[src/getf_params.svh]
// Constants of the epoch time formatter: offsets, fields, reset values, timing counts
`ifndef GETF_PARAMS_SVH
`define GETF_PARAMS_SVH

// Timing
`define GETF_CLK_PERIOD_NS      8
`define GETF_TICK_PERIOD_MS     1
`define GETF_TICK_CYCLES        ((`GETF_TICK_PERIOD_MS * 1000000) / `GETF_CLK_PERIOD_NS)
`define GETF_NOM_TICKS          11'h3E8
`define GETF_SHORT_TICKS        11'h3E7
`define GETF_LONG_TICKS         11'h3E9
`define GETF_TICK_NS            32'sh000F4240
`define GETF_HALF_TICK_NS       32'sh0007A120
`define GETF_EPOCH_MS           32'h000003E8
`define GETF_WEEK_MS            32'h240C8400
`define GETF_NS_PER_CS          31'h00989680
`define GETF_HALF_CS_NS         31'h004C4B40
`define GETF_NS_PER_S           32'sh3B9ACA00
`define GETF_CS_CARRY           7'h64
`define GETF_DEFAULT_LEAP       9'h000

// Register word indexes
`define GETF_REG_CTRL           8'h00
`define GETF_REG_BIAS           8'h01
`define GETF_REG_TOW            8'h02
`define GETF_REG_WEEK           8'h03
`define GETF_REG_BCAST_LEAP     8'h04
`define GETF_REG_AID_LEAP       8'h05
`define GETF_REG_LEAP_PEND      8'h06
`define GETF_REG_CAL_DATE       8'h07
`define GETF_REG_CAL_TIME       8'h08
`define GETF_REG_SUBSEC         8'h09
`define GETF_REG_CHECK          8'h0A
`define GETF_REG_STATUS         8'h10
`define GETF_REG_TOW_RD         8'h11
`define GETF_REG_WEEK_RD        8'h12
`define GETF_REG_CAL_RD         8'h13
`define GETF_REG_OFFSET_RD      8'h14

// Field positions
`define GETF_CTRL_RUN           0
`define GETF_CTRL_COMPAT        1
`define GETF_CTRL_AID_SEL       2
`define GETF_CTRL_GLONASS       3
`define GETF_LEAP_VALID         31
`define GETF_PEND_ADD           0
`define GETF_PEND_REMOVE        1
`define GETF_PEND_JUNE          2
`define GETF_CALT_TIME_OK       31
`define GETF_CALT_DATE_OK       30

// Reset values
`define GETF_CTRL_RESET         32'h00000000
`define GETF_CAL_RESET_YEAR     12'h7B2
`endif

[src/getf_pkg.sv]
// Types shared by the epoch time formatter
package getf_pkg;

  typedef struct packed {
    logic [11:0] year;
    logic [3:0]  month;
    logic [4:0]  day;
    logic [4:0]  hour;
    logic [5:0]  min;
    logic [5:0]  sec;
  } getf_cal_s;

  typedef struct packed {
    logic date_known_flag;
    logic time_known_flag;
    logic date_checked_flag;
    logic time_checked_flag;
    logic check_available_flag;
    logic whole_second_resolved_flag;
  } getf_flags_s;

  typedef struct packed {
    logic [31:0]        epoch_week_time_stamp;
    logic [15:0]        week;
    getf_cal_s          utc;
    logic signed [31:0] nano;
    logic [6:0]         centisec;
    getf_flags_s        flags;
  } getf_report_s;

  typedef struct packed {
    logic [9:0][7:0] chars;
    logic [3:0]      len;
  } getf_sentence_s;

  typedef enum logic {
    PH_IDLE  = 1'b0,
    PH_ROUND = 1'b1
  } getf_phase_e;

endpackage

[src/getf_round.sv]
// Iterative rounding of a sub-second fraction to hundredths
`timescale 1ns/1ps
`include "getf_params.svh"
module getf_round (
  input  wire logic               i_ref_clk,
  input  wire logic               i_resetn,
  input  wire logic               i_start,
  input  wire logic [29:0]        i_frac,
  output logic                    o_done,
  output logic [6:0]              o_cs,
  output logic                    o_carry,
  output logic signed [31:0]      o_nano
);

  logic [30:0] rem_q;
  logic [29:0] frac_q;
  logic [6:0]  cnt_q;
  logic        busy_q;
  wire         more = rem_q >= `GETF_NS_PER_CS;
  wire         carry = cnt_q == `GETF_CS_CARRY;

  // One subtraction per cycle; at most 108 cycles, far inside an epoch
  always_ff @(posedge i_ref_clk or negedge i_resetn)
  begin
    if (!i_resetn)
    begin
      rem_q   <= 31'h00000000;
      frac_q  <= 30'h00000000;
      cnt_q   <= 7'h00;
      busy_q  <= 1'b0;
      o_done  <= 1'b0;
      o_cs    <= 7'h00;
      o_carry <= 1'b0;
      o_nano  <= 32'sh00000000;
    end
    else
    begin
      o_done <= 1'b0;
      if (i_start)
      begin
        rem_q  <= {1'b0, i_frac} + `GETF_HALF_CS_NS;
        frac_q <= i_frac;
        cnt_q  <= 7'h00;
        busy_q <= 1'b1;
      end
      else if (busy_q && more)
      begin
        rem_q <= rem_q - `GETF_NS_PER_CS;
        cnt_q <= cnt_q + 7'h01;
      end
      else if (busy_q)
      begin
        busy_q  <= 1'b0;
        o_done  <= 1'b1;
        o_carry <= carry;
        o_cs    <= carry ? 7'h00 : cnt_q;
        o_nano  <= carry ? $signed({2'b00, frac_q}) - `GETF_NS_PER_S : $signed({2'b00, frac_q});
      end
    end
  end

endmodule

[src/getf_top.sv]
// Epoch scheduler, GPS/UTC time keeping and report formatter
//
// How it works
// - Epoch is the reference tick nearest wanted time
// - 1000 ticks per epoch, 999/1001 to steer
// - Every solution yields GPS and UTC time
// - Leap count from broadcast or aiding word
// - Missing conversion data: default offset, known and checked flags cleared
// - One stamp shared by all epoch reports
// - Known flags only when date/time known
// - Checked flags only after independent check
// - Resolved only with leap count or GLONASS
// - Sentence time rounded, two fractional digits
// - Compat mode adds third digit, always zero
// - Integer fields equal sentence fields
// - Signed nanosecond correction within documented range
// - Rounding carry ripples into date, nano negative
// - Positive leap: 23:59:59, 23:59:60, 00:00:00
// - Negative leap: 23:59:58 straight to 00:00:00
// - Leap only end of year or 30 June
// - Clock divided to 1 kHz reference tick
//
// The plain strobed port and the register addresses were decided locally.
`timescale 1ns/1ps
`include "getf_params.svh"
module getf_top #(
  parameter int TICK_CYCLES = `GETF_TICK_CYCLES
) (
  input  wire logic                    i_ref_clk,
  input  wire logic                    i_resetn,
  input  wire logic [7:0]              i_addr,
  input  wire logic [31:0]             i_wdata,
  input  wire logic                    i_wr,
  input  wire logic                    i_rd,
  output logic [31:0]                  o_rdata,
  output logic                         o_tick,
  output logic                         o_epoch,
  output getf_pkg::getf_report_s       o_report,
  output getf_pkg::getf_sentence_s     o_sentence,
  output logic                         o_report_valid
);

  localparam int TW = $clog2(TICK_CYCLES);
  localparam logic [TW-1:0] TICK_LAST = TW'(TICK_CYCLES - 1);

  ////////////////////////////////////////////////////////////////////////////
  // Calendar helpers

  function automatic logic [4:0] days_in(input logic [11:0] y, input logic [3:0] m);
    logic leap;
    leap = (y[1:0] == 2'b00) && (((y % 12'h064) != 12'h000) || ((y % 12'h190) == 12'h000));
    if (m == 4'h2)
      days_in = leap ? 5'h1D : 5'h1C;
    else if (m == 4'h4 || m == 4'h6 || m == 4'h9 || m == 4'hB)
      days_in = 5'h1E;
    else
      days_in = 5'h1F;
  endfunction

  function automatic getf_pkg::getf_cal_s next_sec(input getf_pkg::getf_cal_s c, input logic ins,
                                                   input logic rem, input logic last);
    getf_pkg::getf_cal_s n;
    n = c;
    // Positive leap
    if (last && ins && c.sec == 6'h3B)
      n.sec = 6'h3C;
    // Rollover to second 0, also the negative leap
    else if (c.sec == 6'h3B || c.sec == 6'h3C || (last && rem && c.sec == 6'h3A))
    begin
      n.sec = 6'h00;
      if (c.min != 6'h3B)
        n.min = c.min + 6'h01;
      else
      begin
        n.min = 6'h00;
        if (c.hour != 5'h17)
          n.hour = c.hour + 5'h01;
        else
        begin
          n.hour = 5'h00;
          if (c.day != days_in(c.year, c.month))
            n.day = c.day + 5'h01;
          else
          begin
            n.day = 5'h01;
            n.month = (c.month == 4'hC) ? 4'h1 : c.month + 4'h1;
            n.year = (c.month == 4'hC) ? c.year + 12'h001 : c.year;
          end
        end
      end
    end
    else
      n.sec = c.sec + 6'h01;
    next_sec = n;
  endfunction

  function automatic getf_pkg::getf_cal_s prev_sec(input getf_pkg::getf_cal_s c);
    getf_pkg::getf_cal_s p;
    p = c;
    if (c.sec != 6'h00)
      p.sec = c.sec - 6'h01;
    else
    begin
      p.sec = 6'h3B;
      if (c.min != 6'h00)
        p.min = c.min - 6'h01;
      else
      begin
        p.min = 6'h3B;
        if (c.hour != 5'h00)
          p.hour = c.hour - 5'h01;
        else
        begin
          p.hour = 5'h17;
          if (c.day != 5'h01)
            p.day = c.day - 5'h01;
          else
          begin
            p.month = (c.month == 4'h1) ? 4'hC : c.month - 4'h1;
            p.year = (c.month == 4'h1) ? c.year - 12'h001 : c.year;
            p.day = days_in(p.year, p.month);
          end
        end
      end
    end
    prev_sec = p;
  endfunction

  function automatic logic [15:0] ascii2(input logic [6:0] v);
    logic [6:0] t;
    logic [6:0] o;
    t = v / 7'h0A;
    o = v % 7'h0A;
    ascii2 = {8'h30 + {1'b0, t}, 8'h30 + {1'b0, o}};
  endfunction

  ////////////////////////////////////////////////////////////////////////////
  // Registers

  logic [31:0]         ctrl_q;
  logic signed [31:0]  bias_q;
  logic [31:0]         tow_stage_q;
  logic [31:0]         tow_q;
  logic [15:0]         week_q;
  logic [31:0]         bcast_q;
  logic [31:0]         aid_q;
  logic [2:0]          pend_q;
  logic [31:0]         date_stage_q;
  logic [29:0]         subsec_q;
  logic [2:0]          check_q;
  logic                date_ok_q;
  logic                time_ok_q;
  getf_pkg::getf_cal_s cal_q;
  getf_pkg::getf_cal_s cal_d;
  logic signed [8:0]   applied_q;
  logic [TW-1:0]       div_q;
  logic [10:0]         tick_n_q;
  logic [10:0]         interval_q;
  getf_pkg::getf_phase_e phase_q;

  wire wr_ctrl   = i_wr && i_addr == `GETF_REG_CTRL;
  wire wr_bias   = i_wr && i_addr == `GETF_REG_BIAS;
  wire wr_week   = i_wr && i_addr == `GETF_REG_WEEK;
  wire wr_pend   = i_wr && i_addr == `GETF_REG_LEAP_PEND;
  wire wr_caltim = i_wr && i_addr == `GETF_REG_CAL_TIME;

  ////////////////////////////////////////////////////////////////////////////
  // Tick divider and epoch scheduling

  // Reference tick
  // divide to 1 kHz
  wire tick = div_q == TICK_LAST;
  wire run = ctrl_q[`GETF_CTRL_RUN];
  // Epoch on tick
  // epoch is a tick
  wire epoch = tick && run && (tick_n_q == interval_q - 11'h001);

  // Steering choice: residual bias beyond half a tick moves the next epoch one tick
  // 999/1001 steering
  wire bias_hi = bias_q > `GETF_HALF_TICK_NS;
  wire bias_lo = bias_q < -`GETF_HALF_TICK_NS;
  wire [10:0] next_interval = bias_hi ? `GETF_LONG_TICKS : (bias_lo ? `GETF_SHORT_TICKS : `GETF_NOM_TICKS);

  ////////////////////////////////////////////////////////////////////////////
  // Conversion state

  // Offset source
  // broadcast or aiding
  wire [31:0] src_leap = ctrl_q[`GETF_CTRL_AID_SEL] ? aid_q : bcast_q;
  wire        info_ok = src_leap[`GETF_LEAP_VALID];
  // Default offset when the selected source word is not valid
  // default offset
  wire signed [8:0] wanted = info_ok ? $signed(src_leap[8:0]) : $signed(`GETF_DEFAULT_LEAP);

  // Leap window
  // end of year or 30 June
  wire elig_day = (cal_q.month == 4'hC && cal_q.day == 5'h1F) ||
                  (pend_q[`GETF_PEND_JUNE] && cal_q.month == 4'h6 && cal_q.day == 5'h1E);
  wire last_min = elig_day && cal_q.hour == 5'h17 && cal_q.min == 6'h3B;
  wire ins = pend_q[`GETF_PEND_ADD];
  wire rem = pend_q[`GETF_PEND_REMOVE];
  wire leap_add_done = epoch && last_min && ins && cal_q.sec == 6'h3C;
  wire leap_rem_done = epoch && last_min && rem && cal_q.sec == 6'h3A;

  // Calendar steps to the wanted offset one second per cycle between epochs
  // GPS to UTC conversion
  wire step_ok = phase_q == getf_pkg::PH_IDLE && !epoch && !wr_caltim && applied_q != wanted;
  wire step_back = applied_q < wanted;

  always_comb
  begin
    cal_d = cal_q;
    if (wr_caltim)
      cal_d = '{year: date_stage_q[27:16], month: date_stage_q[11:8], day: date_stage_q[4:0],
                hour: i_wdata[20:16], min: i_wdata[13:8], sec: i_wdata[5:0]};
    else if (epoch)
      cal_d = next_sec(cal_q, ins, rem, last_min);
    else if (step_ok)
      cal_d = step_back ? prev_sec(cal_q) : next_sec(cal_q, 1'b0, 1'b0, 1'b0);
  end

  ////////////////////////////////////////////////////////////////////////////
  // Rounding and report assembly

  logic               rnd_done;
  logic [6:0]         rnd_cs;
  logic               rnd_carry;
  logic signed [31:0] rnd_nano;

  getf_round u_round (
    .i_ref_clk (i_ref_clk),
    .i_resetn  (i_resetn),
    .i_start   (epoch),
    .i_frac    (subsec_q),
    .o_done    (rnd_done),
    .o_cs      (rnd_cs),
    .o_carry   (rnd_carry),
    .o_nano    (rnd_nano)
  );

  // Carry of the rounding ripples through the whole date
  // carry into date
  wire getf_pkg::getf_cal_s rep_cal = rnd_carry ? next_sec(cal_q, ins, rem, last_min) : cal_q;

  wire getf_pkg::getf_flags_s flags = '{
    date_known_flag:            date_ok_q && info_ok,
    time_known_flag:            time_ok_q && info_ok,
    date_checked_flag:          check_q[0] && date_ok_q && info_ok,
    time_checked_flag:          check_q[1] && time_ok_q && info_ok,
    check_available_flag:       check_q[2],
    whole_second_resolved_flag: time_ok_q && (info_ok || ctrl_q[`GETF_CTRL_GLONASS])
  };

  // Same fields feed both the binary report and the sentence text
  // fields match text
  wire compat = ctrl_q[`GETF_CTRL_COMPAT];
  wire [15:0] hh = ascii2({2'b00, rep_cal.hour});
  wire [15:0] mm = ascii2({1'b0, rep_cal.min});
  wire [15:0] ss = ascii2({1'b0, rep_cal.sec});
  wire [15:0] cc = ascii2(rnd_cs);
  wire getf_pkg::getf_sentence_s sent = '{chars: {hh, mm, ss, 8'h2E, cc, compat ? 8'h30 : 8'h20},
                                          len: compat ? 4'hA : 4'h9};

  ////////////////////////////////////////////////////////////////////////////
  // Read decode

  logic [31:0] rd_mux;
  always_comb
  begin
    unique case (i_addr)
      `GETF_REG_CTRL:      rd_mux = ctrl_q;
      `GETF_REG_BIAS:      rd_mux = bias_q;
      `GETF_REG_BCAST_LEAP:rd_mux = bcast_q;
      `GETF_REG_AID_LEAP:  rd_mux = aid_q;
      `GETF_REG_LEAP_PEND: rd_mux = {29'h00000000, pend_q};
      `GETF_REG_SUBSEC:    rd_mux = {2'b00, subsec_q};
      `GETF_REG_CHECK:     rd_mux = {29'h00000000, check_q};
      `GETF_REG_STATUS:    rd_mux = {25'h0000000, phase_q, flags};
      `GETF_REG_TOW_RD:    rd_mux = tow_q;
      `GETF_REG_WEEK_RD:   rd_mux = {16'h0000, week_q};
      `GETF_REG_CAL_RD:    rd_mux = {cal_q.year[5:0], cal_q.month, cal_q.day, cal_q.hour, cal_q.min, cal_q.sec};
      `GETF_REG_OFFSET_RD: rd_mux = {{23{applied_q[8]}}, applied_q};
      default:             rd_mux = 32'h00000000;
    endcase
  end

  ////////////////////////////////////////////////////////////////////////////
  // Software registers

  always_ff @(posedge i_ref_clk or negedge i_resetn)
  begin
    if (!i_resetn)
    begin
      ctrl_q       <= `GETF_CTRL_RESET;
      tow_stage_q  <= 32'h00000000;
      bcast_q      <= 32'h00000000;
      aid_q        <= 32'h00000000;
      date_stage_q <= 32'h00000000;
      subsec_q     <= 30'h00000000;
      check_q      <= 3'h0;
      o_rdata      <= 32'h00000000;
    end
    else
    begin
      if (wr_ctrl) ctrl_q <= i_wdata;
      if (i_wr && i_addr == `GETF_REG_TOW) tow_stage_q <= i_wdata;
      if (i_wr && i_addr == `GETF_REG_BCAST_LEAP) bcast_q <= i_wdata;
      if (i_wr && i_addr == `GETF_REG_AID_LEAP) aid_q <= i_wdata;
      if (i_wr && i_addr == `GETF_REG_CAL_DATE) date_stage_q <= i_wdata;
      if (i_wr && i_addr == `GETF_REG_SUBSEC) subsec_q <= i_wdata[29:0];
      if (i_wr && i_addr == `GETF_REG_CHECK) check_q <= i_wdata[2:0];
      o_rdata <= i_rd ? rd_mux : 32'h00000000;
    end
  end

  ////////////////////////////////////////////////////////////////////////////
  // Time keeping

  always_ff @(posedge i_ref_clk or negedge i_resetn)
  begin
    if (!i_resetn)
    begin
      div_q      <= '0;
      tick_n_q   <= 11'h000;
      interval_q <= `GETF_NOM_TICKS;
      bias_q     <= 32'sh00000000;
      tow_q      <= 32'h00000000;
      week_q     <= 16'h0000;
      pend_q     <= 3'h0;
      date_ok_q  <= 1'b0;
      time_ok_q  <= 1'b0;
      cal_q      <= '{year: `GETF_CAL_RESET_YEAR, month: 4'h1, day: 5'h01, hour: 5'h00, min: 6'h00, sec: 6'h00};
      applied_q  <= 9'sh000;
      phase_q    <= getf_pkg::PH_IDLE;
    end
    else
    begin
      div_q <= tick ? '0 : div_q + TW'(1);
      if (!run || epoch)
        tick_n_q <= 11'h000;
      else if (tick)
        tick_n_q <= tick_n_q + 11'h001;
      if (epoch)
        interval_q <= next_interval;
      // Software write wins over the steering update
      if (wr_bias)
        bias_q <= i_wdata;
      else if (epoch && bias_hi)
        bias_q <= bias_q - `GETF_TICK_NS;
      else if (epoch && bias_lo)
        bias_q <= bias_q + `GETF_TICK_NS;
      if (wr_week)
      begin
        tow_q  <= tow_stage_q;
        week_q <= i_wdata[15:0];
      end
      else if (epoch)
      begin
        tow_q  <= (tow_q + `GETF_EPOCH_MS >= `GETF_WEEK_MS) ? tow_q + `GETF_EPOCH_MS - `GETF_WEEK_MS
                                                           : tow_q + `GETF_EPOCH_MS;
        week_q <= (tow_q + `GETF_EPOCH_MS >= `GETF_WEEK_MS) ? week_q + 16'h0001 : week_q;
      end
      // Announcement write wins over the clear when the leap passes
      if (wr_pend)
        pend_q <= i_wdata[2:0];
      else if (leap_add_done || leap_rem_done)
        pend_q <= 3'h0;
      cal_q <= cal_d;
      if (wr_caltim)
      begin
        date_ok_q <= i_wdata[`GETF_CALT_DATE_OK];
        time_ok_q <= i_wdata[`GETF_CALT_TIME_OK];
        applied_q <= 9'sh000;
      end
      else if (leap_add_done)
        applied_q <= applied_q + 9'sh001;
      else if (leap_rem_done)
        applied_q <= applied_q - 9'sh001;
      else if (step_ok)
        applied_q <= step_back ? applied_q + 9'sh001 : applied_q - 9'sh001;
      unique case (phase_q)
        getf_pkg::PH_IDLE:  if (epoch) phase_q <= getf_pkg::PH_ROUND;
        getf_pkg::PH_ROUND: if (rnd_done) phase_q <= getf_pkg::PH_IDLE;
      endcase
    end
  end

  ////////////////////////////////////////////////////////////////////////////
  // Outputs

  always_ff @(posedge i_ref_clk or negedge i_resetn)
  begin
    if (!i_resetn)
    begin
      o_tick         <= 1'b0;
      o_epoch        <= 1'b0;
      o_report       <= '0;
      o_sentence     <= '0;
      o_report_valid <= 1'b0;
    end
    else
    begin
      o_tick         <= tick;
      o_epoch        <= epoch;
      o_report_valid <= rnd_done;
      if (rnd_done)
      begin
        o_report   <= '{epoch_week_time_stamp: tow_q, week: week_q, utc: rep_cal,
                        nano: rnd_nano, centisec: rnd_cs, flags: flags};
        o_sentence <= sent;
      end
    end
  end

endmodule

[config.mk]
export PLATFORM = sky130hd
export DESIGN_NAME = getf_top
export DESIGN_NICKNAME = d
export VERILOG_FILES = /design/src/getf_pkg.sv /design/src/getf_round.sv /design/src/getf_top.sv
export VERILOG_INCLUDE_DIRS = /design/src
export SDC_FILE = /design/constraint.sdc
export NUM_CORES = 2
export LEC_CHECK = 0
export BUFFER_PORTS_ARGS = -buffer_cell sky130_fd_sc_hd__buf_2
export CORE_AREA = 2 2 405 286
export DETAILED_ROUTE_END_ITERATION = 10
export DIE_AREA = 0 0 407 288
export SYNTH_ARGS = -nofsm -noshare
export SYNTH_HDL_FRONTEND = slang
export SYNTH_SLANG_ARGS = --single-unit
[constraint.sdc]
create_clock -name i_ref_clk -period 5.45 [get_ports i_ref_clk]
set_input_delay 1.09 -clock i_ref_clk [delete_from_list [all_inputs] [get_ports i_ref_clk]]
set_output_delay 1.09 -clock i_ref_clk [all_outputs]
set_load 0.03 [all_outputs]
==> qor.txt <==
Nets -> 4538
Antenna violations before repair -> 17
H-tree levels -> 3
WL/cell -> 22.2 um
Clk pwr share -> 35.1%
Total iterations of the first detailed-routing run -> 6
Clk sinks -> 663
Io pins -> 294
Clock Skews -> 0.0254 ns
Global-route wire length before repair -> 200000 um
P_leak -> 20.9 nW
EDFF count, synth -> 0
RD Place Congestion -> 0.949
Synth Register Bits -> 663
Max IR drop VDD -> 0.288 mV
Layout cell share with drive strength beyond 1 -> 24.2%
Clk_lat worst skew -> 0.68 ns
DP Wirelength -> 97500 um
Storage cell area -> 16600 um2
Critical path startpoint category -> flop
Power Density -> 346 nW/um2
CP Data Required Time -> 6.05 ns
FF-to-FF path depth -> 19
Cells after synthesis -> 4105
Routed vias/inst -> 5.60
Top FF cell, synth -> dfrtp_1
Clock Pin Slew Worst Setup and Hold Paths -> 0.06 ns
Power share of the combinational group -> 30.6%
Largest net degree at the start of global routing -> 115
Slew HR -> 21.8%
Final wirelength -> 133000 um
Area growth syn-to-layout -> 18.4%
CP Capture Type -> flop
Worst path buffer plus inverter count -> 3
Family with the most delay on the worst path -> compound AO/OA/AOI/OAI gates
Most common cell after layout, fill and taps aside -> dfrtp_1
CTS max path bufs -> 3
Hold buffers post-CTS -> 0
FMAX -> 0.185 GHz
Fill count -> 11400
Synthesis Warnings -> 0
GRT overflow -> 0
Post-route antenna net violation count -> 0
Die Width -> 407 um
Largest fanout on the critical path -> 5
Hold Fails Final Rpt -> 0
Critical-path cell list -> ha_2, or3b_4, buf_4, or4b_2, xnor2_2, buf_4, and2_0, a311o_1, a211o_1, a211oi_2, a221oi_2, o211a_1, or3_4, nand2_1, inv_1, ha_2, o311a_1, o311ai_2, nand3_1
Biggest register -> o_report
Sw power -> 0.00541 W
Avg Cell Area, Syn -> 9.33 um2
Buffers on Ports -> 270
Core footprint -> 114000 um2
WP data arrival -> 6.01 ns
CP max stage cell -> or4b_2
RSZ-0062 raised after global routing -> true
R2R Path End -> cal_q[17]
Final Cell Area -> 45300 um2
TritonCTS buffer count -> 75
Drt drc -> 0
Hold Path Class -> in2async
Commonest non-fill, non-tap cells in the layout -> dfrtp_1 (652), nor2_1 (421), nand2_1 (419), mux2_2 (313), a21oi_1 (282)
Max Slew Vio Count -> 0
Gr usage total -> 22.3%
Sequential share of the synthesized area -> 43.3%
Die area -> 117000 um2
Post-synthesis cell area -> 38300 um2
Biggest regs -> o_report x130, o_sentence x43, cal_q x38
Rows -> 104
Initial DRC Count -> 4108
Fin crit share -> 99.3%
Setup violations, final -> 0
Crit Path Class -> reg2reg
Die span in y -> 288 um
R2r setup slk -> 0.04 ns
Tmin final -> 5.41 ns
Largest register FFs -> 130
Vias in the first global route -> 30800
Initial Util -> 33.6%
RR Startpoint -> cal_q[22]
Multi-input gate area -> 20500 um2
Post-DP Area -> 42200 um2
Via count -> 33600
FFs w/ async S/R, synth -> 100%
Root Driver -> clkbuf_16
Post-synthesis cell type count -> 106
Reg power frac -> 34.3%
CTS tree -> done
Setup TNS Final -> 0 ns
Internal Power -> 0.0103 W
Worst-Margin Slew -> 1.17 ns
Sw frac -> 34.5%
Max cap viols -> 0
Status -> finished clean
CP max stage delay -> 0.68 ns
## how the worst max path moves through the flow
stage / to / depth (start not counted) / startpoint / slack [ns]
6_report: cal_q[17] / 19 / cal_q[22] / 0.04
5_1_grt: cal_q[17] / 20 / cal_q[33] / -0.14
4_1_cts: cal_q[17] / 22 / cal_q[22] / 0.006
3_5_place_dp: o_sentence[42] / 25 / cal_q[22] / -0.07
3_3_place_gp: o_sentence[42] / 25 / cal_q[22] / 0.03
2_1_floorplan: o_sentence[42] / 26 / cal_q[22] / 0.02
## through the flow
step	total power [W]	hold WS (ns)	std cells	utilization, %	setup WS (ns)
floorplan	0.00847	0.352	4127	-	0.0156
global placement	0.00998	0.443	5857	37.1	0.0331
detailed placement	0.0100	0.449	5857	37.1	-0.0658
CTS	0.0156	0.456	5991	39.4	0.00570
global route	0.0166	0.466	6003	39.8	-0.139
finish	0.0157	0.404	6008	39.8	0.0397
## layer usage
layer	track usage (%)	wire, um	up-vias
li1	-	-	15400
met1	34.2	63000	16600
met2	30.1	53300	1487
met3	6.17	13700	190
met4	5.98	3290	13
met5	0.571	167	-
## power by group through the flow
stage               sequential (W)  combinational [W]  clock [W]
finish                     0.00539            0.00480    0.00552
global route               0.00541            0.00531    0.00583
CTS                        0.00537            0.00461    0.00563
detailed placement         0.00546            0.00456          0
global placement           0.00546            0.00452          0
floorplan                  0.00535            0.00311          0
## area by class of cell
type,instances,share of cell area [%]
tap,1537,4.24
clock buffer,100,4.64
clock inverter,34,1.20
multi-input combinational,3053,45.2
sequential,663,36.6
timing repair buffer,513,7.17
antenna,7,0.0386
inverter,101,0.836
## logic make-up after synthesis
family                     share of synthesized area [%]
adders and majority gates                           2.94
muxes                                               10.0
xor gates and xnor gates                            5.73
and+or+nand+nor                                     16.5
DFF                                                 43.3
other                                            0.00979
buffers and inverters                               4.52
AOI/OAI and AO/OA                                   16.9
## timing repair
item,in CTS,in global routing
resized for setup,7,74
pin swaps,1,24
setup endpoints to repair,3,61
setup buffers,0,10
## cell usage after synthesis (24+ instances only)
library cell	instances	share of area [%]
nand2_1	419	4.1
nor4_1	31	0.51
xor2_1	99	2.3
xnor2_1	146	3.3
a22oi_1	45	0.88
clkbuf_1	219	2.1
dfrtp_1	653	43
a21oi_1	287	3.8
a211oi_1	30	0.59
o211ai_1	28	0.55
o21ai_0	189	2.5
or3_1	32	0.52
ha_1	86	2.8
mux2_2	313	9.2
nor2_1	427	4.2
o22ai_1	24	0.39
o21a_1	30	0.59
buf_1	40	0.39
nand3_1	113	1.5
buf_4	43	0.84
a221oi_1	51	1.2
nor3_1	80	1.0
a31oi_1	71	1.2
mux2i_1	31	0.81
nand4_1	48	0.78
and3_1	53	0.87
inv_1	100	0.98
(Power assumes the default switching activity.)
